--- config.mk ---
export PLATFORM = sky130hd
export DESIGN_NAME = core_clock_select
export DESIGN_NICKNAME = d
export VERILOG_FILES = /design/src/clock_source_pkg.sv /design/src/pin_sync.sv /design/src/core_clock_select.sv
export SDC_FILE = /design/constraint.sdc
export NUM_CORES = 1
export LEC_CHECK = 0
export BUFFER_PORTS_ARGS = -buffer_cell sky130_fd_sc_hd__buf_2
export CAP_MARGIN = 20
export CELL_PAD_IN_SITES_DETAIL_PLACEMENT = 1
export CELL_PAD_IN_SITES_GLOBAL_PLACEMENT = 2
export CORE_UTILIZATION = 25
export DETAILED_ROUTE_END_ITERATION = 12
export GPL_TIMING_DRIVEN = 0
export PLACE_DENSITY = 0.69
export SLEW_MARGIN = 20
export SYNTH_ARGS = -nofsm -noshare
export SYNTH_HDL_FRONTEND = slang
export SYNTH_SLANG_ARGS = --single-unit
--- constraint.sdc ---
create_clock -name CLOCK_IN -period 1.57 [get_ports CLOCK_IN]
set_clock_uncertainty 0.1 [all_clocks]
set_input_delay 0.314 -clock CLOCK_IN [delete_from_list [all_inputs] [get_ports CLOCK_IN]]
set_output_delay 0.314 -clock CLOCK_IN [all_outputs]
set_load 0.02 [all_outputs]
--- src/clock_source_pkg.sv ---
// shared constants and carriers for the core clock source selector
// assumes one 20 MHz system clock; the external clock and strap are pins
package clock_source_pkg;

  // system clock period
  localparam int SYS_CLOCK_PERIOD_NS = 50;

  // internal oscillator model: one tick every so many system cycles
  localparam int PLL_OSC_DIV = 2;
  localparam int PLL_CNT_W = 2;
  localparam logic [PLL_CNT_W-1:0] PLL_CNT_RESET = 2'h0;
  localparam logic [PLL_CNT_W-1:0] PLL_CNT_LAST = PLL_CNT_W'(PLL_OSC_DIV - 1);

  // instruction phase counter
  localparam int PHASE_W = 2;
  localparam logic [PHASE_W-1:0] PHASE_RESET = 2'h0;
  localparam logic [PHASE_W-1:0] PHASE_STEP = 2'h1;

  // halved clock level after reset
  localparam logic HALF_CLK_RESET = 1'h0;

  // synchroniser depth for pin inputs
  localparam int SYNC_STAGES = 2;
  localparam int PIN_COUNT = 2;
  localparam int PIN_EXT_CLK = 0;
  localparam int PIN_STRAP = 1;

  typedef struct packed {
    logic pll_enable_bit;
  } pll_control_register_s;

  typedef struct packed {
    logic half_clk;
    logic [PHASE_W-1:0] phase;
  } instr_clock_s;

endpackage

--- src/pin_sync.sv ---
// two flip-flop synchroniser for a group of pin inputs
// assumes the pins are asynchronous to clk_in
`timescale 1ns/1ps
module pin_sync
#(
  parameter int WIDTH = clock_source_pkg::PIN_COUNT
)
(
  input wire logic clk_in,
  input wire logic [WIDTH-1:0] async_in,
  output logic [WIDTH-1:0] sync_out
);

  logic [WIDTH-1:0] meta_q;
  logic [WIDTH-1:0] stable_q;

  genvar i;
  generate
    for (i = 0; i < WIDTH; i++)
    begin : g_bit
      // first stage feeds only the second
      always_ff @(posedge clk_in)
      begin
        meta_q[i] <= async_in[i];
        stable_q[i] <= meta_q[i];
      end
    end
  endgenerate

  assign sync_out = stable_q;

endmodule

--- src/core_clock_select.sv ---
// core clock source selector: oscillator or external clock, halved to phases
// assumes CLOCK_IN is the only clock; external clock and strap are async pins
`timescale 1ns/1ps
module core_clock_select
(
  input wire logic CLOCK_IN,
  input wire logic SYS_RST_IN,
  input wire logic EXTERNAL_CLOCK_INPUT_IN,
  input wire logic PLL_INIT_STRAP_PIN_IN,
  output logic PLL_ENABLE_OUT,
  output logic INSTR_CLOCK_OUT,
  output logic [clock_source_pkg::PHASE_W-1:0] PHASE_OUT,
  output logic PHASE_TICK_OUT
);

  logic [clock_source_pkg::PIN_COUNT-1:0] pins_sync;
  logic ext_clk_sync;
  logic strap_sync;
  logic ext_prev_q;
  logic ext_prev_d;
  logic ext_tick;

  clock_source_pkg::pll_control_register_s pll_control_register_q;
  clock_source_pkg::pll_control_register_s pll_control_register_d;
  logic [clock_source_pkg::PLL_CNT_W-1:0] pll_cnt_q;
  logic [clock_source_pkg::PLL_CNT_W-1:0] pll_cnt_d;
  logic pll_tick;
  logic src_tick;

  clock_source_pkg::instr_clock_s clk_q;
  clock_source_pkg::instr_clock_s clk_d;
  logic phase_tick_q;
  logic phase_tick_d;

  // pin synchronisers
  pin_sync #(
    .WIDTH(clock_source_pkg::PIN_COUNT)
  ) u_pin_sync (
    .clk_in(CLOCK_IN),
    .async_in({PLL_INIT_STRAP_PIN_IN, EXTERNAL_CLOCK_INPUT_IN}),
    .sync_out(pins_sync)
  );

  assign ext_clk_sync = pins_sync[clock_source_pkg::PIN_EXT_CLK];
  assign strap_sync = pins_sync[clock_source_pkg::PIN_STRAP];

  // external clock rising edge
  always_comb
  begin
    ext_prev_d = ext_clk_sync;
  end

  assign ext_tick = ext_clk_sync & ~ext_prev_q;

  // enable bit: strap captured only during reset
  always_comb
  begin
    pll_control_register_d = pll_control_register_q;
    if (SYS_RST_IN)
    begin
      pll_control_register_d.pll_enable_bit = strap_sync;
    end
    else
    begin
      pll_control_register_d = pll_control_register_q;
    end
  end

  // oscillator model, ticks once every PLL_OSC_DIV system cycles when enabled, independent of the external clock
  always_comb
  begin
    pll_cnt_d = pll_cnt_q;
    if (SYS_RST_IN || !pll_control_register_q.pll_enable_bit)
    begin
      pll_cnt_d = clock_source_pkg::PLL_CNT_RESET;
    end
    else if (pll_cnt_q == clock_source_pkg::PLL_CNT_LAST)
    begin
      pll_cnt_d = clock_source_pkg::PLL_CNT_RESET;
    end
    else
    begin
      pll_cnt_d = pll_cnt_q + clock_source_pkg::PLL_CNT_W'(1);
    end
  end

  assign pll_tick = pll_control_register_q.pll_enable_bit &&
                    (pll_cnt_q == clock_source_pkg::PLL_CNT_LAST);

  // source select
  assign src_tick = pll_control_register_q.pll_enable_bit ? pll_tick : ext_tick;

  // halving and phase counting
  always_comb
  begin
    clk_d = clk_q;
    phase_tick_d = 1'b0;
    if (SYS_RST_IN)
    begin
      clk_d.half_clk = clock_source_pkg::HALF_CLK_RESET;
      clk_d.phase = clock_source_pkg::PHASE_RESET;
    end
    else if (src_tick)
    begin
      clk_d.half_clk = ~clk_q.half_clk;
      clk_d.phase = clk_q.phase + clock_source_pkg::PHASE_STEP;
      phase_tick_d = 1'b1;
    end
  end

  always_ff @(posedge CLOCK_IN)
  begin
    ext_prev_q <= ext_prev_d;
    pll_control_register_q <= pll_control_register_d;
    pll_cnt_q <= pll_cnt_d;
    clk_q <= clk_d;
    phase_tick_q <= phase_tick_d;
  end

  // only enable, phase, phase pulse and cycle clock leave the block; no lock or core clock
  assign PLL_ENABLE_OUT = pll_control_register_q.pll_enable_bit;
  assign INSTR_CLOCK_OUT = clk_q.half_clk;
  assign PHASE_OUT = clk_q.phase;
  assign PHASE_TICK_OUT = phase_tick_q;
endmodule

# Word-level counts from Yosys, hierarchy flattened
# Index checks and enable logic that the tools add are counted.
word_totals:
  ff_bits: 12
op_classes:
  eq_ne: 1
  n_bitwise: 3
  add_sub_neg: 2
  mux: 2
  n_reduce_logical: 4
ops:
  columns: ["operator", "n"]
  rows:
  - ["$add 2x1->2 const B", 2]
  - ["$eq 2x1->1 const B", 1]
  - ["$mux 1", 2]
  - ["$not 1->1", 2]
  - ["$reduce_or 2->1", 1]
  - ["$and 1x1->1", 1]
  - ["$logic_and 1x1->1", 1]
  - ["$logic_not 1->1", 1]
  - ["$logic_or 1x1->1", 1]

# Depth between registers and ports, before layout
# Gate-level depths: netlist (run 1).
depth:
  depth_word: 4
  ltp_mapped: 5
  depth_no_buf: 5

# Cells and area by module
# Synthesis (run 1) repeated with hierarchy kept, for this count alone.
hier_totals:
  hier_cells: 30
  area_unflattened_um2: 371.6
by_module_without_submodules:
  columns: ["module", "cells_per_inst", "area_each_um2", "instances"]
  rows:
  - ["core_clock_select", 26, 291.5, 1]
  - ["pin_sync", 4, 80.1, 1]

# Least setup slack after synthesis (run 1)
# OpenSTA, ideal clock, no wires.
synth_timing:
  kind: "register to register"
  startpoint: "register pll_control_register_q, in the netlist PLL_ENABLE_OUT"
  endpoint: "register clk_q, in the netlist PHASE_OUT[1]"
  period_less_slack_ps: 1474
  setup_time_ps: 121
  arrival_time_ps: 1252
  setup_slack_ps: 96
  t_required_ps: 1349
  path_stages_with_launch: 4
  cell_sequence: "edfxtp_1 nor3b_2 o21a_1 mux2_4"
synth_between:
  elab_chain_len: 2
synth_rtl:
  columns: ["item", "line", "source"]
  rows:
  - ["from (decl)", "core_clock_select.sv:23", "clock_source_pkg::pll_control_register_s pll_control_register_q;"]
  - ["from (signal assigned)", "core_clock_select.sv:114", "pll_control_register_q <= pll_control_register_d;"]
  - ["$logic_and 1x1->1", "core_clock_select.sv:87", "assign pll_tick = pll_control_register_q.pll_enable_bit &&"]
  - ["$mux 1 *", "core_clock_select.sv:91", "assign src_tick = pll_control_register_q.pll_enable_bit ? pll_tick : ext_tick;"]
  - ["to (signal assigned)", "core_clock_select.sv:116", "clk_q <= clk_d;"]
  - ["to (decl)", "core_clock_select.sv:30", "clock_source_pkg::instr_clock_s clk_q;"]
# Every way passes the cells marked *; elsewhere a longest branch is shown, timed or not.
# A chain may end at the register's enable or synchronous reset.

# Worst setup path after layout (run 1)
# Same ends and word-level chain as after synthesis.

==> key figures, run 1 <==
Outcome
  – Run status: finished, final reports clean

Detailed routing
  – Antenna Nets Post-Route: 0
  – Post-DR wirelength/cell: a little under 10 µm
  – DRC viols: 0
  – Drt total wl: roughly 550 µm
  – Via density: approximately 4.3
  – Vias: ~250
  – Initial DRC count: 2
  – DR pass1 iterations: 2

Clocking
  – PostCTS Resize Cnt: 0
  – Total CTS buffers: 3
  – Later-pin clock latency in the skew report: 0.26 ns
  – Htree depth: 1
  – CTS Hold Bufs: 0
  – Clk buf depth: 2
  – Setup Buffers After CTS: 0
  – CTS tree: done
  – CTS clk-pin slew, worst paths: approximately 0.08 ns
  – Total clock sinks: 12
  – Root buf cell: clkbuf_4

Layout
  – Fill cells: around 160
  – Net count, final: 48
  – Antenna diode count: 0
  – Most frequent cells in the layout: dfxtp_1 (11), buf_2 (8), nor2_1 (5)
  – Area growth from synthesis to layout: 25.6%
  – Commonest non-fill, non-tap cell in the layout: dfxtp_1
  – Share of cells above drive strength 1: between 30% and 40%

Worst setup path
  – Crit Path Max Fanout: 5
  – Startpoint Class: flop
  – Endpoint class of the critical path: flop
  – Worst path cell trace: nor3b_2, o21a_1, mux2_4
  – CP arrival: approximately 1.5 ns
  – Largest stage delay on the critical path: about 0.44 ns
  – Crit path max-delay cell type: edfxtp_1
  – Crit path max-delay family: flip-flops
  – CP Data Required Time: approximately 1.6 ns
  – Worst Path Buf+Inv: 0
  – Crit Path Class: reg2reg

Yosys
  – Synth area leader: dfxtp_1
  – Mapped cell area: around 370 µm²
  – Syn Inst Count: 30
  – Distinct cells, synth: 14
  – Ys Warns: 0
  – Synth top area share: around three fifths
  – Avg Cell Area, Syn: approximately 12 µm²
  – Synthesized Nets: 35
  – Synth area leaders: dfxtp_1 (59%), edfxtp_1 (8.1%), nor2_1 (5.1%)
  – Register area share after synthesis: between 60% and 70%
  – Yosys reg bits: 12

Floorplanning
  – Initial Util: 27.9%
  – Rows: 13
  – IO Pins: 9
  – Die width: 40.6 µm
  – Die Y-Extent: ~41 µm
  – Core area: about 0.0013 mm²
  – Die area: approximately 0.0016 mm²

Placed design
  – Global placement routability congestion: 0.670
  – Port Buffers: 8
  – Final HPWL DP: 421 µm

Timing
  – Final Max Tran Viols: 0
  – Setup TNS: 0 ns
  – RSZ-0062 raised after global routing: no
  – Fmax: 693 MHz
  – Final setup fails: 0
  – Final min period: between 1 and 1.5 ns
  – Fin. Hold Viols: 0
  – Slew @ Worst Pin: around 0.30 ns
  – Max_slew headroom: between 80% and 90%
  – Tcrit/Tclk final: 91.9%

Power and ir drop
  – Pwr per Cell Area: roughly 1300 mW/mm²
  – Int Pwr: 0.000486 W
  – Seq pwr share: ~54%
  – Design Power: a little over 0.0006 W
  – Switching part of the total: between 20% and 30%
  – Peak VDD IR: 0.609 mV
  – Static leakage: a little over 0.2 nW
  – Clock Power Share: 38.8%
  – Comb power frac: 7.2%
  – Net Sw Power: between 0.0001 and 0.00015 W

Global route
  – Total global-route track usage: under 10%
  – GR met3 Demand/Resource: under 10%
  – Gr busiest metal: met2
  – Global Route met1 Usage: under 10%
  – Congestion Overflow GR: 0
  – Largest net degree at the start of global routing: 8
  – First-pass GRT wire length: ~860 µm
  – Initial antenna violation count: 0
  – Met2 GRT Util: between 10% and 20%
  – Vias in the first global route: around 230

Hold path
  – Hold Crit Class: in2reg

Job
  – Max_cap viols: 0
==> final cells by class <==
type | instances | area, µm² | area share [%]
multi-input cells | 17 | 118 | 25.2
clock buffers | 4 | 36.3 | 7.77
well taps | 15 | 18.8 | 4.02
repair buffers | 8 | 40.0 | 8.58
flip-flops and latches | 12 | 250 | 53.6
inverters | 1 | 3.75 | 0.804
==> power by group through the flow <==
stage	sequential, W	combinational [W]	clock [W]
final	0.000333	0.0000447	0.000239
after global routing	0.000336	0.0000490	0.000267
after CTS	0.000334	0.0000458	0.000246
after detailed placement	0.000341	0.0000456	0
after global placement	0.000340	0.0000438	0
after floorplan	0.000349	0.0000191	0
==> worst register-to-register path, stage by stage (launching register included) <==
cell	delay, ns
edfxtp_1	0.44
nor3b_2	0.31
o21a_1	0.19
mux2_4	0.30
==> through the flow <==
stage / hold slack (ns) / setup WS, ns / std cells / area (µm²) / utilization (%)
2_1_floorplan: 0.210 / 0.0964 / 30 / 372 / -
3_3_place_gp: 0.214 / 0.144 / 53 / 430 / 32.3
3_5_place_dp: 0.222 / 0.135 / 53 / 430 / 32.3
4_1_cts: 0.0455 / 0.116 / 57 / 467 / 35.0
5_1_grt: 0.0257 / 0.0127 / 57 / 467 / 35.0
6_report: 0.0488 / 0.126 / 57 / 467 / 35.0
==> registers in the layout (all words and copies together), names as in the netlist <==
register,flops
pll_cnt_q,2
PLL_ENABLE_OUT,1
ext_prev_q,1
PHASE_OUT,2
PHASE_TICK_OUT,1
INSTR_CLOCK_OUT,1
u_pin_sync.sync_out,2
u_pin_sync.meta_q,2
==> cells by family after synthesis <==
| group | synth area share (%) |
|---|---|
| flops | 67.3 |
| compound gates | 3.37 |
| simple gates | 20.9 |
| mux | 4.04 |
| buf+inv | 1.01 |
| fa+ha+maj | 3.37 |
==> cell usage after synthesis (all sizes together) <==
| master | instances |
|---|---|
| o21ai | 1 |
| dfxtp | 11 |
| edfxtp | 1 |
| mux2 | 1 |
| nor2 | 5 |
| inv | 1 |
| o21a | 1 |
| nor3 | 3 |
| nor3b | 2 |
| ha | 1 |
| nor2b | 1 |
| and2 | 1 |
| or3b | 1 |
==> final timing paths <==
kind                            slack, ns                     end  cells after the start             startpoint
worst max register to register       0.13            PHASE_OUT[1]                      3         PLL_ENABLE_OUT
worst max-delay path                 0.13            PHASE_OUT[1]                      3         PLL_ENABLE_OUT
worst min register to register       0.24  u_pin_sync.sync_out[0]                      0   u_pin_sync.meta_q[0]
worst min-delay path                 0.05    u_pin_sync.meta_q[1]                      1  PLL_INIT_STRAP_PIN_IN
==> metal layers <==
layer  up-vias  wire, µm  share of wire [%]
met5         -         0                  0
met4         0         0                  0
met3         0        36                6.6
met2         7       275                 50
met1       114       237                 43
li1        125         -                  -
Note: power is estimated with default switching activity, not from simulation.
==> run 2, diff against run 1 <==
Settings changed: ABC_CLOCK_PERIOD_IN_PS from default to 1750, PLACE_DENSITY 0.69 to 0.57.
Clock period 1.57 ns to 1.75 ns, I/O delays scaled along.
==> run 2 against run 1 <==
- first-iteration DRC count increased to 2.5 times the previous value
- setup slack improved by 0.16 ns
- register-to-register slack improved by 0.16 ns
- utilization unchanged
- non-clock buffer count unchanged
- hold slack improved by 0.029 ns
- highest routed layer unchanged
- total power decreased by 9.5%
==> key figures, run 2 (synthesis results as in run 1) <==
Placed design
  – Port Buffers: 8
  – Placed cells: 53
  – DP Area: 430 µm²
  – Global placement routability congestion: about 0.60
  – Final HPWL DP: ~450 µm

Job
  – Max_cap viols: 0

Floorplanning
  – Initial Util: between 20% and 30%
  – Core area: roughly 0.0013 mm²
  – Die Y-Extent: ~41 µm
  – Die area: approximately 0.0016 mm²
  – Rows: 13
  – Die width: about 41 µm
  – IO Pins: 9

Worst setup path
  – Crit Path Max Fanout: 5
  – Endpoint class of the critical path: flop
  – Worst path cell trace: nor3b_2, o21a_1, mux2_4
  – Startpoint Class: flop
  – Worst-case reg-to-reg path depth: 3
  – CP arrival: 1.52 ns
  – Worst path depth: 3
  – Crit path max-delay family: flip-flops
  – Crit Path Class: reg2reg
  – Largest stage delay on the critical path: 0.43 ns
  – Worst Path Buf+Inv: 0
  – CP Data Required Time: 1.81 ns
  – Crit path max-delay cell type: edfxtp_1

Layout
  – Area growth from synthesis to layout: 25.6%
  – Final Core Density: approximately a third
  – Design Area, Final: between 400 and 500 µm²
  – Most frequent cells in the layout: dfxtp_1 (11), buf_2 (8), nor2_1 (5)
  – Commonest non-fill, non-tap cell in the layout: dfxtp_1
  – Antenna diode count: 0
  – Net count, final: 48
  – Share of cells above drive strength 1: between 30 and 40%
  – Cell Count, Final, Fillers Out: between 50 and 60

Global route
  – First-pass GRT wire length: 966 µm
  – Initial antenna violation count: 0
  – Total global-route track usage: approximately a tenth
  – Largest net degree at the start of global routing: 8
  – Vias in the first global route: about 230
  – Congestion Overflow GR: 0

Timing
  – Final Max Tran Viols: 0
  – Fmax: ~680 MHz
  – Final setup fails: 0
  – Setup TNS: 0 ns
  – Final hold slack: between 0.07 and 0.08 ns
  – Max_slew headroom: 79.6%
  – Fin. Hold Viols: 0
  – Final min period: 1.46 ns
  – RSZ-0062 raised after global routing: no
  – Tcrit/Tclk final: 83.5%
  – Slew @ Worst Pin: roughly 0.3 ns

Clocking
  – Htree depth: 1
  – Later-pin clock latency in the skew report: approximately 0.27 ns
  – Total CTS buffers: 3
  – CTS clk-pin slew, worst paths: about 0.080 ns
  – PostCTS Resize Cnt: 0
  – Setup Buffers After CTS: 0
  – CTS Hold Bufs: 0
  – Root buf cell: clkbuf_4
  – Total clock sinks: 12
  – CTS tree: done
  – Clk buf depth: 2

Outcome
  – Run status: finished, final reports clean

Detailed routing
  – Vias: between 200 and 250
  – Antenna Nets Post-Route: 0
  – DR pass1 iterations: 2
  – DRC viols: 0
  – Initial DRC count: 5
  – Via density: approximately 4.3
  – Post-DR wirelength/cell: 10.9 µm
  – Drt total wl: 619 µm

Power and ir drop
  – Static leakage: ~0.2 nW
  – Peak VDD IR: 0.424 mV
  – Pwr per Cell Area: ~1200 mW/mm²

Hold path
  – Hold Crit Class: in2reg
  – Worst hold path depth: 1
-- run 2: cell counts in the layout (fill, tap and decap cells not counted) --
Identical to the previous run, type by type.
-- run 2: path summary, 6_finish.rpt --
path | start | endpoint | slack [ns]
setup reg to reg | PLL_ENABLE_OUT | PHASE_OUT[1] | 0.29
hold / removal | PLL_INIT_STRAP_PIN_IN | u_pin_sync.meta_q[1] | 0.08
setup / recovery | PLL_ENABLE_OUT | PHASE_OUT[1] | 0.29
hold reg to reg | u_pin_sync.meta_q[1] | u_pin_sync.sync_out[1] | 0.23
-- run 2: worst reg2reg max path, cell delays in order (launching register included) --
cell and delay, ns:
edfxtp_1 0.43, nor3b_2 0.32, o21a_1 0.21, mux2_4 0.30
-- run 2: where the power goes --
part / internal (W) / switching, W
clock: 0.000126 / 0.0000925
sequential: 0.000292 / 0.00000762
combinational: 0.0000177 / 0.0000229
-- run 2: cell type report --
cell class,instances,area (µm²)
well taps,15,18.8
inverters,1,3.75
multi-input cells,17,118
repair buffers,8,40.0
clock buffers,4,36.3
fillers,158,867
flip-flops and latches,12,250
-- run 2: stage by stage --
| stage | worst slack (ns) | power, W |
|---|---|---|
| CTS | 0.279 | 0.000568 |
| detailed placement | 0.300 | 0.000348 |
| global route | 0.159 | 0.000583 |
| global placement | 0.319 | 0.000344 |
| floorplan | 0.276 | 0.000331 |
| finish | 0.289 | 0.000559 |
-- run 2: per-layer routing --
metal / share of wire [%] / global-route usage, %
met1: 47 / 10.4
met5: 0 / 0
met4: 0 / 7.50
met3: 5.5 / 5.00
met2: 48 / 14.7
==> run 3, diff against run 2 <==
Settings changed: ABC_CLOCK_PERIOD_IN_PS 1750 to 1300, PLACE_DENSITY 0.57 to 0.59.
Clock period 1.75 ns to 1.3 ns, I/O delays scaled along.
==> run 3 against run 2 <==
- the flow now finishes with violations (negative setup slack)
- total power up 38%
- maximum frequency up 6.5%
- die area unchanged
- first-iteration DRC count down 100%
- combinational power up 83%
- global-route usage up 0.47 points
- flip-flop and latch count unchanged
- final area up 16%
- non-clock buffer count up 6
- hold slack better by 0.077 ns
- highest routed layer is now met4
==> key figures, run 3 (synthesis results as in run 1) <==
Floorplanning
  – Initial Util: 27.9%
  – Die width: ~40 µm
  – IO Pins: 9
  – Rows: 13
  – Die Y-Extent: around 41 µm
  – Die area: about 0.0016 mm²
  – Core area: ~0.0013 mm²

Global route
  – Gr busiest metal: met2
  – Met2 GRT Util: about 16%
  – First-pass GRT wire length: ~970 µm
  – GR met3 Demand/Resource: ~5%
  – Global Route met1 Usage: under 10%
  – Largest net degree at the start of global routing: 8
  – Total global-route track usage: 10.3%
  – Initial antenna violation count: 0
  – Congestion Overflow GR: 0
  – Vias in the first global route: 243

Layout
  – Area growth from synthesis to layout: 45.5%
  – Antenna diode count: 0
  – Design Area, Final: roughly 540 µm²
  – Share of cells above drive strength 1: a little under half
  – Most frequent cells in the layout: dfxtp_1 (11), buf_2 (8), nor2_1 (5)
  – Commonest non-fill, non-tap cell in the layout: dfxtp_1
  – Fill cells: ~160
  – Net count, final: between 50 and 60

Clocking
  – Total clock sinks: 12
  – Htree depth: 1
  – CTS tree: done
  – Total CTS buffers: 3
  – CTS clk-pin slew, worst paths: about 0.08 ns
  – Clk buf depth: 2
  – Root buf cell: clkbuf_4
  – Later-pin clock latency in the skew report: between 0.2 and 0.3 ns

Timing
  – Setup WS post-layout: -0.0723 ns
  – Max_slew headroom: between 80% and 90%
  – Final min period: between 1 and 1.5 ns
  – Final setup fails: 1
  – RSZ-0062 raised after global routing: yes
  – Fin. Hold Viols: 0
  – Setup TNS: -0.0723 ns
  – Fmax: around 730 MHz
  – Tcrit/Tclk final: 106%
  – Final Max Tran Viols: 0
  – Slew @ Worst Pin: 0.239 ns

Power and ir drop
  – Net Sw Power: about 0.00017 W
  – Clock Power Share: a little under two fifths
  – Static leakage: 0.239 nW
  – Peak VDD IR: ~0.68 mV
  – Int Pwr: about 0.00060 W
  – Pwr per Cell Area: approximately 1400 mW/mm²
  – Seq pwr share: 52.4%
  – Switching part of the total: between 20% and 30%
  – Comb power frac: a little under a tenth

Job
  – Max_cap viols: 0

Detailed routing
  – Initial DRC count: 0
  – Post-DR wirelength/cell: 11.0 µm
  – DRC viols: 0
  – Drt total wl: 696 µm
  – DR pass1 iterations: 1
  – Via density: ~4.4
  – Antenna Nets Post-Route: 0
  – Vias: approximately 280

Worst setup path
  – Crit Path Class: reg2reg
  – Crit Path Max Fanout: 4
  – Endpoint class of the critical path: flop
  – CP arrival: between 1 and 1.5 ns
  – Startpoint Class: flop
  – CP Data Required Time: ~1.4 ns

Placed design
  – Final HPWL DP: 427 µm
  – Global placement routability congestion: approximately 0.57
  – Port Buffers: 8
  – DP Area: around 430 µm²

Outcome
  – Failing checks: negative setup slack
  – Run status: finished, violations left

Hold path
  – Hold Crit Class: in2reg
run 3: what timing repair did:
item,4_1_cts,5_1_grt
endpoints found under the setup margin,1,3
endpoints found under the hold margin,2,0
hold buffers,2,0
pin swaps,2,3
resized for setup,1,5
setup buffers,1,3
run 3: per-stage QoR:
stage,total power [W],instances,setup slack (ns),utilization [%],hold slack [ns]
detailed placement,0.000468,53,-0.139,32.3,0.213
finish,0.000773,63,-0.0723,40.5,0.155
floorplan,0.000445,30,-0.174,-,0.188
global placement,0.000463,53,-0.130,32.3,0.212
CTS,0.000775,60,-0.0931,37.5,0.141
global route,0.000809,63,-0.112,40.5,0.162
run 3: final cells by class:
type / instances / area [µm²] / share of cell area [%]
inverter: 1 / 3.75 / 0.694
timing repair buffer: 14 / 90.1 / 16.7
multi-input combinational: 17 / 141 / 26.2
clock buffer: 4 / 36.3 / 6.71
tap: 15 / 18.8 / 3.47
sequential: 12 / 250 / 46.3
run 3: critical path, cell delays in order (launching register included):
cell and delay, ns:
dfxtp_1 0.31, inv_1 0.04, ha_2 0.17, and2_4 0.15
o21a_1 0.21, mux2_4 0.29
run 3: final timing paths:
check / startpoint / endpoint / slack (ns) / depth (start not counted)
worst min register to register: u_pin_sync.meta_q[1] / u_pin_sync.sync_out[1] / 0.23 / 0
worst max register to register: pll_cnt_q[1] / PHASE_OUT[1] / -0.07 / 5
worst min-delay path: SYS_RST_IN / PHASE_OUT[0] / 0.15 / 2
worst max-delay path: pll_cnt_q[1] / PHASE_OUT[1] / -0.07 / 5
run 3: power by group through the flow:
stage	combinational [W]	sequential, W	clock, W
global placement	0.0000531	0.000410	0
global route	0.0000798	0.000407	0.000322
floorplan	0.0000231	0.000422	0
detailed placement	0.0000557	0.000412	0
CTS	0.0000634	0.000404	0.000307
finish	0.0000742	0.000405	0.000294
run 3: metal layers:
metal / up-vias / share of wire (%)
met3: 2 / 5.5
met1: 127 / 40
met5: - / 0
met4: 0 / 2.9
li1: 138 / -
met2: 9 / 52
